==> src/inc/scp_pkg.sv <==
// scp_pkg: constants and carriers for the serial configuration port master
// assumes a 25 MHz core clock; the serial clock is generated by division
package scp_pkg;
	localparam int CMD_W = 5;
	localparam int NDATA_W = 16;
	localparam int XDATA_W = 46;
	localparam int DMAX_W = 46;
	localparam int XCLK_PER_BIT = 4;
	localparam int CNT_W = 8;
	localparam int BIT_W = 6;
	localparam int DIV_W = 16;
	// mode bits of the command: top bit write, next bit extended timing
	localparam int CMD_WR_POS = 4;
	localparam int CMD_XT_POS = 3;
	// setup spacing from the frame_select rising edge, in ns
	localparam int CLK_NS = 40;
	localparam int CS_SETUP_NS = 30;
	localparam int CS_SETUP_CYC = (CS_SETUP_NS + CLK_NS - 1) / CLK_NS;
	// default half-period: 25 MHz / (2*3) = 4.17 MHz, below 6 MHz limit
	localparam logic [DIV_W-1:0] HALF_DEFAULT = 16'h0003;

	typedef enum logic [2:0] {
		ST_IDLE = 3'b000,
		ST_SETUP = 3'b001,
		ST_CMD = 3'b011,
		ST_DATA = 3'b010,
		ST_HOLD = 3'b110,
		ST_DONE = 3'b111
	} scp_state_e;

	typedef struct packed {
		logic [CMD_W-1:0] cmd;
		logic [DMAX_W-1:0] data;
	} scp_req_s;

	typedef struct packed {
		logic sel;
		logic sclk;
		logic sdo;
		logic sdo_en;
	} scp_pins_s;

	typedef struct packed {
		scp_state_e state;
		scp_pins_s pins;
		logic [DIV_W-1:0] div;
		logic [BIT_W-1:0] bits_left;
		logic [1:0] sub;
		logic [CMD_W-1:0] cmd;
		logic [DMAX_W-1:0] shreg;
		logic [DMAX_W-1:0] rdata;
		logic busy;
		logic done;
		logic sdi_m;
		logic sdi;
	} scp_st_s;
endpackage

==> src/scp_master.sv <==
// scp_master: host-side master for a three-wire serial configuration port
// assumes the sensor captures on rising serial_clock and updates read data after it
// Overview of operation
// - every access starts by raising frame_select
// - command and data share one bidirectional shared_data_line
// - normal mode one clock per data bit, extended mode four clocks
// - normal frame is 5 command bits then 16 data bits
// - extended frame is 5 command bits then 46 data bits
// - master sets command and write bits before the rising clock edge
// - on read, master releases the line after last command rising edge
// - normal mode serial_clock at most 6 MHz
// - extended OTP read and write clock at most 6 kHz; the bench runs extended frames at 4.17 MHz
// - OTP programming clock between 200 and 650 kHz, precise period
// - analog readback clock at most 162.5 kHz
// - bits are sent most significant first
// - unlock command must precede extended OTP access
module scp_master #(
	parameter int CMD_W = scp_pkg::CMD_W
) (
	input wire logic core_clk_i,
	input wire logic rst_i,
	input wire logic start_i,
	input wire logic [scp_pkg::CMD_W-1:0] cmd_i,
	input wire logic [scp_pkg::DMAX_W-1:0] wdata_i,
	input wire logic [scp_pkg::DIV_W-1:0] half_period_i,
	output logic busy_o,
	output logic done_o,
	output logic [scp_pkg::DMAX_W-1:0] rdata_o,
	output logic frame_select_o,
	output logic serial_clock_o,
	output logic shared_data_o,
	output logic shared_data_oe_o,
	input wire logic shared_data_i
);
	scp_pkg::scp_st_s st;
	scp_pkg::scp_st_s next_st;
	logic tick;

	// frame length in data bits from the mode bit of the command
	function automatic logic [scp_pkg::BIT_W-1:0] data_bits(input logic xt);
		data_bits = xt ? scp_pkg::BIT_W'(scp_pkg::XDATA_W)
			: scp_pkg::BIT_W'(scp_pkg::NDATA_W);
	endfunction

	// extended timing is the second command bit; several states read it
	function automatic logic is_ext(input logic [scp_pkg::CMD_W-1:0] c);
		is_ext = c[scp_pkg::CMD_XT_POS];
	endfunction

	// a write keeps the line driven through the data phase
	function automatic logic is_write(input logic [scp_pkg::CMD_W-1:0] c);
		is_write = c[scp_pkg::CMD_WR_POS];
	endfunction

	// the write bit that goes out next, aligned to the frame length
	function automatic logic data_msb(
		input logic [scp_pkg::DMAX_W-1:0] sh,
		input logic xt
	);
		if (xt) begin
			data_msb = sh[scp_pkg::XDATA_W-1];
		end else begin
			data_msb = sh[scp_pkg::NDATA_W-1];
		end
	endfunction

	// divider reload; a zero half period behaves as one, so the clock never stalls
	function automatic logic [scp_pkg::DIV_W-1:0] reload(
		input logic [scp_pkg::DIV_W-1:0] h
	);
		if (h == '0) begin
			reload = '0;
		end else begin
			reload = h - scp_pkg::DIV_W'(1);
		end
	endfunction

	// a normal read only fills the low word; older bits above it are cleared
	function automatic logic [scp_pkg::DMAX_W-1:0] read_mask(
		input logic [scp_pkg::DMAX_W-1:0] d,
		input logic xt
	);
		read_mask = d;
		if (!xt) begin
			read_mask = d & scp_pkg::DMAX_W'({scp_pkg::NDATA_W{1'b1}});
		end
	endfunction

	// the divider only runs inside a frame, so every half period is full length
	// limitation: read bits cross two synchroniser flops before sampling, so a
	// read needs a half period of at least three core cycles; writes work at two
	assign tick = (st.div == '0);

	always_comb begin
		next_st = st;
		next_st.done = 1'b0;
		// read data passes two flops before use
		next_st.sdi_m = shared_data_i;
		next_st.sdi = st.sdi_m;
		if (st.state != scp_pkg::ST_IDLE) begin
			// one divider sets every link rate; the caller picks the mode's limit
			if (tick) begin
				next_st.div = reload(half_period_i);
			end else begin
				next_st.div = st.div - scp_pkg::DIV_W'(1);
			end
		end
		case (st.state)
			scp_pkg::ST_IDLE: begin
				next_st.pins = '0;
				if (start_i) begin
					next_st.cmd = cmd_i;
					next_st.shreg = wdata_i;
					next_st.pins.sel = 1'b1;
					next_st.pins.sdo = cmd_i[scp_pkg::CMD_W-1];
					next_st.pins.sdo_en = 1'b1;
					next_st.bits_left = scp_pkg::BIT_W'(scp_pkg::CMD_W);
					// select must lead the first rising clock by the setup time
					if (scp_pkg::DIV_W'(scp_pkg::CS_SETUP_CYC) > half_period_i) begin
						next_st.div = scp_pkg::DIV_W'(scp_pkg::CS_SETUP_CYC);
					end else begin
						next_st.div = half_period_i;
					end
					next_st.busy = 1'b1;
					next_st.state = scp_pkg::ST_SETUP;
				end
			end
			scp_pkg::ST_SETUP: begin
				if (tick) begin
					next_st.state = scp_pkg::ST_CMD;
				end
			end
			scp_pkg::ST_CMD: begin
				if (tick) begin
					next_st.pins.sclk = ~st.pins.sclk;
					if (st.pins.sclk) begin
						// falling edge: shift out the next command bit
						next_st.bits_left = st.bits_left - scp_pkg::BIT_W'(1);
						next_st.cmd = {st.cmd[scp_pkg::CMD_W-2:0], 1'b0};
						next_st.pins.sdo = st.cmd[scp_pkg::CMD_W-2];
						if (st.bits_left == scp_pkg::BIT_W'(1)) begin
							next_st.bits_left = data_bits(is_ext(cmd_i));
							next_st.sub = '0;
							next_st.state = scp_pkg::ST_DATA;
							// write data: msb first, aligned to frame length
							next_st.pins.sdo = data_msb(st.shreg, is_ext(cmd_i));
							// a read frees the line at once so the device may take it
							next_st.pins.sdo_en = is_write(cmd_i);
						end
					end
				end
			end
			scp_pkg::ST_DATA: begin
				if (tick) begin
					next_st.pins.sclk = ~st.pins.sclk;
					if (st.pins.sclk) begin
						// extended frames hold each bit for four clocks
						if (!is_ext(cmd_i)
							|| st.sub == 2'(scp_pkg::XCLK_PER_BIT - 1)) begin
							next_st.sub = '0;
							next_st.bits_left = st.bits_left - scp_pkg::BIT_W'(1);
							next_st.shreg = {st.shreg[scp_pkg::DMAX_W-2:0], 1'b0};
							// sample read bit late in the bit, after the device updated it
							next_st.rdata = {st.rdata[scp_pkg::DMAX_W-2:0], st.sdi};
							next_st.pins.sdo = data_msb({st.shreg[scp_pkg::DMAX_W-2:0], 1'b0},
								is_ext(cmd_i));
							if (st.bits_left == scp_pkg::BIT_W'(1)) begin
								next_st.state = scp_pkg::ST_HOLD;
							end
						end else begin
							next_st.sub = st.sub + 2'h1;
						end
					end
				end
			end
			scp_pkg::ST_HOLD: begin
				// keep select high a half period after the last falling edge
				if (tick) begin
					next_st.pins = '0;
					next_st.state = scp_pkg::ST_DONE;
				end
			end
			scp_pkg::ST_DONE: begin
				next_st.busy = 1'b0;
				next_st.done = 1'b1;
				// the result stands until the next frame shifts its first data bit
				next_st.rdata = read_mask(st.rdata, is_ext(cmd_i));
				next_st.state = scp_pkg::ST_IDLE;
			end
			default: begin
				next_st = '0;
			end
		endcase
	end

	// the whole state moves on one clock; reset gives an idle, released link
	always_ff @(posedge core_clk_i) begin
		if (rst_i) begin
			st <= '0;
		end else begin
			st <= next_st;
		end
	end

	assign busy_o = st.busy;
	assign done_o = st.done;
	assign rdata_o = st.rdata;
	assign frame_select_o = st.pins.sel;
	assign serial_clock_o = st.pins.sclk;
	assign shared_data_o = st.pins.sdo;
	assign shared_data_oe_o = st.pins.sdo_en;
endmodule

==> config.mk <==
export PLATFORM = sky130hd
export DESIGN_NAME = scp_master
export DESIGN_NICKNAME = d
export VERILOG_FILES = /design/src/inc/scp_pkg.sv /design/src/scp_master.sv
export SDC_FILE = /design/constraint.sdc
export NUM_CORES = 1
export LEC_CHECK = 0
export BUFFER_PORTS_ARGS = -buffer_cell sky130_fd_sc_hd__buf_2
export CAP_MARGIN = 0
export CORE_MARGIN = 4
export CORE_UTILIZATION = 41
export DETAILED_ROUTE_END_ITERATION = 8
export MAX_ROUTING_LAYER = met4
export PLACE_DENSITY_LB_ADDON = 0.2
export SYNTH_ARGS = -nofsm -noshare
export SYNTH_HDL_FRONTEND = slang
export SYNTH_SLANG_ARGS = --single-unit
==> constraint.sdc <==
create_clock -name core_clk_i -period 7.33 [get_ports core_clk_i]
set_input_delay 1.0995 -clock core_clk_i [delete_from_list [all_inputs] [get_ports core_clk_i]]
set_output_delay 1.0995 -clock core_clk_i [all_outputs]
set_load 0.03 [all_outputs]
After elaboration in Yosys (flattened, before gate mapping)
Index checks and enable logic that the tools add are counted.
{ "word_totals": {"ff_bits": 131, "input_bits": 71, "out_inout_bits": 52, "word_cells": 130} }
{ "op_classes": {"reduce_logical": 30, "eq_ne": 18, "n_mux": 49, "magnitude_cmp": 1, "bitwise_logic": 12, "addsub": 4} }
{ "ops": {"columns": ["op", "n"], "rows": [
  ["$mux W92", 3],
  ["$pmux W46 S3", 2],
  ["$mux W16", 4],
  ["$mux W50", 1],
  ["$mux W46", 1],
  ["$logic_not A16 Y1", 2],
  ["$pmux W16 S2", 1],
  ["$sub A16 B1 Y16 const B", 2],
  ["$mux W3", 9],
  ["$mux W13", 2],
  ["$mux W24", 1],
  ["$mux W8", 3],
  ["$pmux W6 S4", 1],
  ["$reduce_or A4 Y1", 6],
  ["$ne A2 B2 Y1 const B", 11],
  ["$reduce_and A5 Y1", 4],
  ["$gt A1 B16 Y1 const A", 1],
  ["$pmux W3 S5", 1],
  ["$reduce_and A7 Y1", 2],
  ["$mux W6", 2],
  ["$not A1 Y1", 12],
  ["$pmux W4 S3", 1],
  ["$pmux W2 S5", 1],
  ["$reduce_and A10 Y1", 1],
  ["other kinds (26)", 40]
]} }

Depth between registers and ports, before layout
Gate-level depths: netlist of the first run.
{ "depth": {"depth_word": 6, "ltp_mapped": 10, "depth_no_buf": 8} }

Worst setup path after synthesis of the first run
OpenSTA, ideal clock, no wires.
{ "synth_timing": {"kind": "input port to flip-flop", "startpoint": "input port half_period_i[4] in the netlist's numbering", "endpoint": "register st[123] in the netlist's numbering", "n_path_buf": 3, "t_arrival_ps": 3048, "slack_ps": 4208, "path_stages": 9, "setup_ps": 74, "required_ps": 7256, "cell_sequence": "clkbuf_1 > or4_1 > clkbuf_1 > or2_2 > clkbuf_1 > nor4_1 > nand2_1 > mux2_2 > a31oi_1"} }
{ "synth_via": {"elab_chain_cells": 6, "elab_cells_between_ends": 9, "classes_between": "add/sub: 1; order compare: 1; mux: 6; reduce/logical: 1"} }
{ "synth_rtl": {"columns": ["item", "line", "text"], "rows": [
  ["from (decl)", "scp_master.sv:25", "input wire logic [scp_pkg::DIV_W-1:0] half_period_i,"],
  ["$sub A16 B1 Y16 or $logic_not A16 Y1 (tied branches)", "scp_master.sv:74, scp_master.sv:71", null],
  ["$mux W16", "scp_master.sv:71", "if (h == '0) begin"],
  ["$mux W16", "scp_master.sv:102", "if (tick) begin"],
  ["$mux W16", "scp_master.sv:100", "if (st.state != scp_pkg::ST_IDLE) begin"],
  ["$mux W24", "scp_master.sv:111", "if (start_i) begin"],
  ["$pmux W16 S2 *", "scp_master.sv:108", "case (st.state)"],
  ["to (signal assigned)", "scp_master.sv:201", "st <= next_st;"],
  ["to (decl)", "scp_master.sv:35", "scp_pkg::scp_st_s st;"]
]} }
Every way passes the cells marked *; elsewhere a longest branch is shown, timed or not. The select of a mux whose other input is x is not followed.
A chain may end at the register's enable or synchronous reset.

==> results of run 1 <==
==> power breakdown <==
group | internal, mW | leakage, nW | switching (mW) | total, mW
sequential | 0.750 | 1.07 | 0.0469 | 0.797
combinational | 0.128 | 1.60 | 0.188 | 0.317
clock | 0.510 | 0.288 | 0.321 | 0.831
==> worst max-delay path, cell delays in order (launching register included) <==
cell and delay (ns):
sky130_fd_sc_hd__dfxtp_4 1.02, sky130_fd_sc_hd__nand2b_1 0.79, sky130_fd_sc_hd__nand2_1 0.32, sky130_fd_sc_hd__a41oi_4 0.27, sky130_fd_sc_hd__buf_4 0.63, sky130_fd_sc_hd__or3_1 0.20
sky130_fd_sc_hd__a21oi_1 0.06
==> through the flow <==
| step | instances | worst slack, ns |
|---|---|---|
| 2_1_floorplan | 898 | 4.21 |
| 3_3_place_gp | 1129 | 3.87 |
| 3_5_place_dp | 1129 | 3.83 |
| 4_1_cts | 1161 | 3.82 |
| 5_1_grt | 1163 | 3.56 |
| 6_report | 1163 | 3.78 |
==> synthesized netlist by cell type (4+ instances only) <==
cell type                  count
sky130_fd_sc_hd__a22o_1        5
sky130_fd_sc_hd__nand3_1      76
sky130_fd_sc_hd__or4_1         9
sky130_fd_sc_hd__mux2i_1      50
sky130_fd_sc_hd__o22ai_1       4
sky130_fd_sc_hd__a21oi_1     116
sky130_fd_sc_hd__nor3_1       14
sky130_fd_sc_hd__clkbuf_2      4
sky130_fd_sc_hd__or3_1        52
sky130_fd_sc_hd__and2_1        5
sky130_fd_sc_hd__nor2_1       57
sky130_fd_sc_hd__a31oi_1       8
sky130_fd_sc_hd__nor4_1        5
sky130_fd_sc_hd__nand2_1     109
sky130_fd_sc_hd__xor2_1        4
sky130_fd_sc_hd__xnor2_1       6
sky130_fd_sc_hd__dfxtp_1     131
sky130_fd_sc_hd__nor3b_1       5
sky130_fd_sc_hd__nor2b_1       4
sky130_fd_sc_hd__a211oi_1      9
sky130_fd_sc_hd__inv_1        10
sky130_fd_sc_hd__clkbuf_1     58
sky130_fd_sc_hd__buf_4        47
sky130_fd_sc_hd__o21ai_0      22
sky130_fd_sc_hd__o31ai_1       4
sky130_fd_sc_hd__a21o_1        5
sky130_fd_sc_hd__buf_1         4
sky130_fd_sc_hd__ha_1          6
sky130_fd_sc_hd__nand2b_1     11
==> sequential cells by signal, indices dropped and copies added, names as in the netlist, named ones only <==
register	count
rdata_o	46
frame_select_o	1
serial_clock_o	1
shared_data_o	1
done_o	1
busy_o	1
shared_data_oe_o	1
st	78
==> worst paths after layout <==
| check | to | slack [ns] | cells after the start |
|---|---|---|---|
| hold reg to reg | st[0]$_SDFF_PP0_ | 0.44 | 1 |
| hold / removal | st[0]$_SDFF_PP0_ | 0.44 | 1 |
| setup / recovery | st[57]$_SDFFE_PP0P_ | 3.78 | 6 |
| setup reg to reg | st[57]$_SDFFE_PP0P_ | 3.78 | 6 |
==> layout make-up <==
type	instances	area, um^2	share of cell area, %
antenna	2	5.00	0.0628
clock buffer	20	447	5.61
clock inverter	12	133	1.66
inverter	10	37.5	0.471
multi-input combinational	642	3800	47.7
sequential	131	2630	33.0
tap	220	275	3.46
timing repair buffer	126	643	8.07
==> cell families after synthesis <==
| family | after synthesis | share of synthesized area [%] |
|---|---|---|
| adder cells (fa/ha/maj) | 6 | 1.06 |
| AND/OR/NAND/NOR | 360 | 25.4 |
| flip-flops | 131 | 37.1 |
| multiplexers | 53 | 7.56 |
| XOR/XNOR | 10 | 1.24 |
| AO/OA/AOI/OAI | 213 | 18.4 |
| buffers and inverters | 125 | 9.24 |
==> per-layer routing <==
| metal | vias up | track usage, % |
|---|---|---|
| met5 | - | - |
| met2 | 165 | 26.9 |
| met1 | 2965 | 25.7 |
| met4 | 0 | 5.25 |
| met3 | 27 | 5.90 |
| li1 | 3226 | - |
==> results by stage, run 1 <==
Status:
- The run finished with clean final reports.

Logic synthesis:
- The number of nets in the synthesized netlist is 975.
- During synthesis, Yosys emitted a total of 0 warnings.
- In the synthesized netlist the async set-or-reset flop fraction comes to 0%.
- After synthesis, the cell types taking the most area are sky130_fd_sc_hd__dfxtp_1 37%, sky130_fd_sc_hd__a21oi_1 8.2%, sky130_fd_sc_hd__mux2i_1 7.1%.
- The cell type with the highest aggregate area in the netlist is sky130_fd_sc_hd__dfxtp_1.
- The number of storage elements in the synthesis netlist is 131.
- The unique cell type count in the Yosys netlist is 59.
- The mean cell area of the mapped netlist is 7.87 um^2.
- Synthesis handed over a netlist of 898 instances.
- The top cell type by area accounts for 37.1% of the synthesized area.
- The mapped netlist covers 7070 um^2.
- The part of the Yosys area used for sequential elements is 37.1%.
- In the synthesized netlist the dominant register cell turns out to be sky130_fd_sc_hd__dfxtp_1.
- Counting flops with a built-in enable in the synthesized netlist gives 0.

Global route:
- The total global routing overflow is 0.
- The maximum number of pins on one net before global-route repair is 92.
- The via count of the first global-routing pass is 5,852.
- For this run, the total global-route usage over all layers was measured as 18.8%.
- The initial antenna violation count is 2.
- The wire length of the first global-routing pass is 29.9 mm.

Clock tree:
- The post-CTS setup buffer count is 0.
- The hold buffer count at CTS is 0.
- The number of clock buffers added by TritonCTS is 17.
- The TritonCTS clock tree is yes.
- The number of cells upsized or downsized after cts is 0.
- Clock-pin slew was measured on the worst setup and hold paths at 0.06 ns.
- The CTS root buffer is sky130_fd_sc_hd__clkbuf_16.
- The number of clock sinks is 131.
- The H-tree depth is 4.
- The clock insertion delay at the later pin of the skew report is 0.42 ns.
- The deepest clock path buffer count is 2.

Route:
- Before antenna repair, the detailed router went through 5 iterations.
- The detailed-route via count is 6,383.
- The number of DRC markers after the initial detailed-route iteration is 423.
- Summed over all nets, wire length on met3 after detailed routing comes to 1.24 mm.
- Dividing the detail-routed via count by the number of cells gives 5.49.
- The post-route met1 wirelength is 8.60 mm.
- The wire length after detailed routing is 18.3 mm.
- After detailed routing, the average wire length per cell comes to 15.7 um.
- After detailed routing, the met2 layer carries 8.13 mm of wire.
- The uppermost metal layer occupied by signal nets is met4.
- After detailed routing, the number of remaining DRC violations is 0.
- The number of nets still failing antenna checks after routing is 0.

Floorplanning:
- The vertical extent of the die is 139 um.
- The core region is 16,800 um^2.
- The floorplan row count is 47.
- The chip width is 139 um.
- For this configuration, the core starts out at a cell density of 42.2%.
- The number of top-level design ports is 123.
- The die footprint is 19,400 um^2.

Setup path:
- STA classifies the critical path endpoint as a flop.
- Along the worst path, the maximum fanout reaches 91.
- The required time reported for the critical path endpoint is 7.59 ns.
- The setup path with the least slack is of type reg2reg.
- The type of origin of the critical path is a flop.
- At the worst endpoint, the arrival time is 3.81 ns.

Layout:
- The fill cell total of the finished layout is 1,699.
- Leaving out fill and tap cells, the most frequent cells in the layout are 130 x sky130_fd_sc_hd__dfxtp_1, 121 x sky130_fd_sc_hd__buf_2, 115 x sky130_fd_sc_hd__a21oi_1.
- In the final layout, the share of cells above drive strength 1 is 18.8%.
- The area growth from synthesis to final layout is 12.7%.
- After the last flow step, the layout net total stands at 1,005.
- The final design utilization is 47.5%.
- After routing the design area is 7970 um^2.
- The most common cell after layout, fill and taps aside is sky130_fd_sc_hd__dfxtp_1.

Timing:
- The ratio of final minimum period to clock period is 48.4%.
- The max-slew violation count is 0.
- In the final timing run, aggregate negative setup slack is 0 ns.
- The relative slew slack is 28.2%.
- At the pin with the least slew margin, the transition time is 1.07 ns.
- The final setup violation count is 0.
- The fmax is 282 MHz.
- Across all hold checks on the routed design, the worst slack comes to 0.442 ns.
- The final hold violation count is 0.
- Setup repair after global routing left no endpoint under its margin.
- The clock skew is 0.00924 ns.
- After layout, the minimum clock period comes to 3.55 ns.

Power:
- The leakage power of the design is 2.95 nW.
- The total power is 1.94 mW.
- The worst ir drop on vdd is 0.151 mV.
- The total power per unit cell area is 244 nW/um^2.

Placed design:
- The congestion estimate from routability-driven global placement came to 0.894.
- Port buffering added 122 buffers.
- After detailed placement, the total cell area comes to 7380 um^2.
- Detailed placement ended at an HPWL of 12.1 mm.

Run:
- Max-cap violations in this run came to 0.

Hold path:
- The worst min-delay path class is reg2reg.
- The startpoint of the lowest-slack hold path is st[1]$_SDFF_PP0_.
Note: power is estimated with default switching activity, not from simulation.
==> run 2: changes to the inputs <==
clock period = 3.6 ns   (was 7.33 ns; I/O delays follow)
==> results by stage, run 2 (synthesis results as in run 1) <==
Timing:
- The worst setup margin is 0.667 ns (-3.12 ns).
- The pin slew with the least headroom to its limit is 0.979 ns (-0.0894 ns).
- The fmax is 341 MHz (+21%).
- The final critical-path required period is 2.93 ns (-0.613 ns).
- The worst hold slack is 0.353 ns (-0.0890 ns).
- The ratio of final minimum period to clock period is 81.5% (+33 points).
- The clock skew was 0.0185 ns (+0.00930 ns).
- The total negative setup slack is 0 ns (unchanged).
- The final hold violation count is 0 (unchanged).
- The final setup violation count came to 0 (unchanged).
- The relative slew slack is 34.7% (+6.5 points).
- The max-slew violation count is 0 (unchanged).
- Setup repair after global routing left no endpoint under its margin.

Clock tree:
- The hold buffer count at CTS is 0 (unchanged).
- The clock transition at the registers of the reported paths came to 0.06 ns (about the same).
- The deepest clock path buffer count is 2 (unchanged).
- The H-tree depth is 4 (unchanged).
- The number of clock sinks is 131 (unchanged).
- The CTS root buffer is sky130_fd_sc_hd__clkbuf_16.
- TritonCTS built the clock tree.
- The post-CTS setup buffer count came to 0 (unchanged).
- The number of cells upsized or downsized after cts was 0 (unchanged).
- The number of buffers created by CTS is 17 (unchanged).
- The clock insertion delay at the later pin of the skew report is 0.42 ns (about the same).

Floorplanning:
- The number of top-level design ports is 123 (unchanged).
- The vertical extent of the die came to 139 um (unchanged).
- The area inside the core boundary is 16,800 um^2 (unchanged).
- The die footprint came to 19,400 um^2 (unchanged).
- The floorplan row count is 47 (unchanged).
- The starting utilization of the core area is 42.2% (unchanged).
- The chip width came to 139 um (unchanged).

Layout:
- Leaving out fill and tap cells, the most frequent cell in the layout is sky130_fd_sc_hd__dfxtp_1.
- The total non-filler cell area in the finished layout was 8030 um^2 (+0.85%).
- The flip-flop count of the largest register after layout is 78 (unchanged).
- The share of post-route cells with drive strength above 1 was 19.5% (+0.68 points).
- The fill cell total of the finished layout was 1,675 (-1.4%).
- The area growth from synthesis to final layout is 13.7%.
- In the layout the commonest cells are 130 x sky130_fd_sc_hd__dfxtp_1, 121 x sky130_fd_sc_hd__buf_2, 115 x sky130_fd_sc_hd__a21oi_1.
- The final layout net count is 1,014 (+0.90%).
- The number of standard cells in the layout, taps in and fillers out came to 1,171 (+0.69%).
- st holds more flip-flops than any other register.
- The final design utilization came to 47.9% (+0.40 points).

Setup path:
- The worst reg-to-reg setup slack is 0.67 ns (-3.12 ns).
- The origin of the worst setup path is st[119]$_SDFF_PP0_.
- The critical path is of the reg2reg type.
- The required time reported for the critical path endpoint came to 3.87 ns (-3.72 ns).
- The maximum net fanout on the critical path is 30 (-67%).
- The cell count of the worst reg-to-reg path is 6 (unchanged).
- The data arrival time at the worst-slack endpoint is 3.20 ns (-0.61 ns).
- The endpoint identified for the worst register-to-register timing path is rdata_o[39]$_SDFFE_PP0P_.
- The worst setup path is launched from a flop.
- The critical path endpoint is rdata_o[39]$_SDFFE_PP0P_.
- The worst register-to-register path begins at st[119]$_SDFF_PP0_.
- The kind of end point of the critical path is a flop.

Global route:
- The maximum number of pins on one net before global-route repair is 92 (unchanged).
- The via count of the first global-routing pass came to 5,835 (-0.29%).
- The most used routing layer in global routing is met2.
- The met2 track utilization from global routing is 28.0% (+1.1 points).
- The met1 track demand over resource in global routing is 25.7% (-0.030 points).
- The met3 usage in global routing is 5.25% (-0.65 points).
- The initial antenna violation count was 0 (-2).
- The total global routing overflow was 0 (unchanged).
- The total routing usage reported by global routing is 18.9% (+0.088 points).
- The wire length of the first global-routing pass is 29.8 mm (-0.16%).

Route:
- The detailed-route via count was 6,390 (+0.11%).
- The wire length after detailed routing is 18.4 mm (+0.76%).
- The routed length per instance came to 15.7 um (about the same).
- The number of DRC markers after the initial detailed-route iteration is 472 (+12%).
- The number of remaining DRC errors was 0 (unchanged).
- The first-pass iteration count of the detailed router is 5 (unchanged).
- The via density per instance is 5.46 (-0.57%).
- The number of nets still failing antenna checks after routing is 0 (unchanged).

Placed design:
- The number of cells after detailed placement came to 1,138 (+0.80%).
- The minimum setup slack after placement is 0.673 ns (-3.16 ns).
- The post-detailed-placement half-perimeter wirelength is 12.2 mm (+1.4%).
- The number of buffers inserted by port buffering was 122 (unchanged).
- The post-placement cell area was 7450 um^2 (+0.92%).
- The weighted congestion at the end of routability-driven global placement came to 0.865 (-3.3%).

Run:
- The number of maximum-capacitance constraint violations was 0 (unchanged).

Hold path:
- The worst min-delay path class is in2reg.

Power:
- The leakage power of the design is 2.99 nW (+1.5%).
- The total power per unit cell area is 493 nW/um^2 (+100%).
- The total power is 3.96 mW (+100%).
- The worst ir drop on vdd is 0.349 mV (+130%).

Status:
- The flow ran to the end, and the final reports show no timing, DRC or antenna violations.
[run 2: cell types whose count changed in the layout (fill, tap and decap cells not counted), sizes merged]
cell and delta:
clkinvlp +1, clkbuf +2, buf +9, inv -1, clkinv -3
[run 2: worst max-delay path, cell delays in order (launching register included)]
cell and delay, ns:
sky130_fd_sc_hd__dfxtp_1 0.35, sky130_fd_sc_hd__or4_4 0.58, sky130_fd_sc_hd__nor4b_4 0.49, sky130_fd_sc_hd__nand2_1 0.45
sky130_fd_sc_hd__a21o_1 0.63, sky130_fd_sc_hd__nand2_1 0.21, sky130_fd_sc_hd__a21oi_1 0.07
[run 2: metal layers]
layer	wire length (um)	up-vias	share of wire [%]
met5	0	-	0
met4	191	0	1.0
met3	1200	12	6.5
met2	8120	162	44
met1	8890	2982	48
li1	-	3234	-
[run 2: area by class of cell]
type	instances	area, um^2	area share (%)
Multi-Input combinational cell	642	3800	47.3
Sequential cell	131	2630	32.7
Timing Repair Buffer	135	711	8.85
Clock buffer	22	474	5.90
Tap cell	220	275	3.43
Clock inverter	9	105	1.31
Inverter	10	37.5	0.467
Antenna cell	2	5.00	0.0623
[run 2: worst min path at each step]
stage                                start               end  slack, ns  cells past startpoint
after detailed placement  st[1]$_SDFF_PP0_  st[0]$_SDFF_PP0_       0.42                      1
final                        shared_data_i  st[1]$_SDFF_PP0_       0.35                      2
after global placement    st[1]$_SDFF_PP0_  st[0]$_SDFF_PP0_       0.41                      1
after floorplan           st[1]$_SDFF_PP0_  st[0]$_SDFF_PP0_       0.41                      1
after CTS                    shared_data_i  st[1]$_SDFF_PP0_       0.34                      2
after global routing         shared_data_i  st[1]$_SDFF_PP0_       0.35                      2
[run 2: power by group]
group	internal (mW)	total, mW	switching [mW]
sequential	1.53	1.60	0.0697
combinational	0.268	0.671	0.403
clock	1.07	1.69	0.627
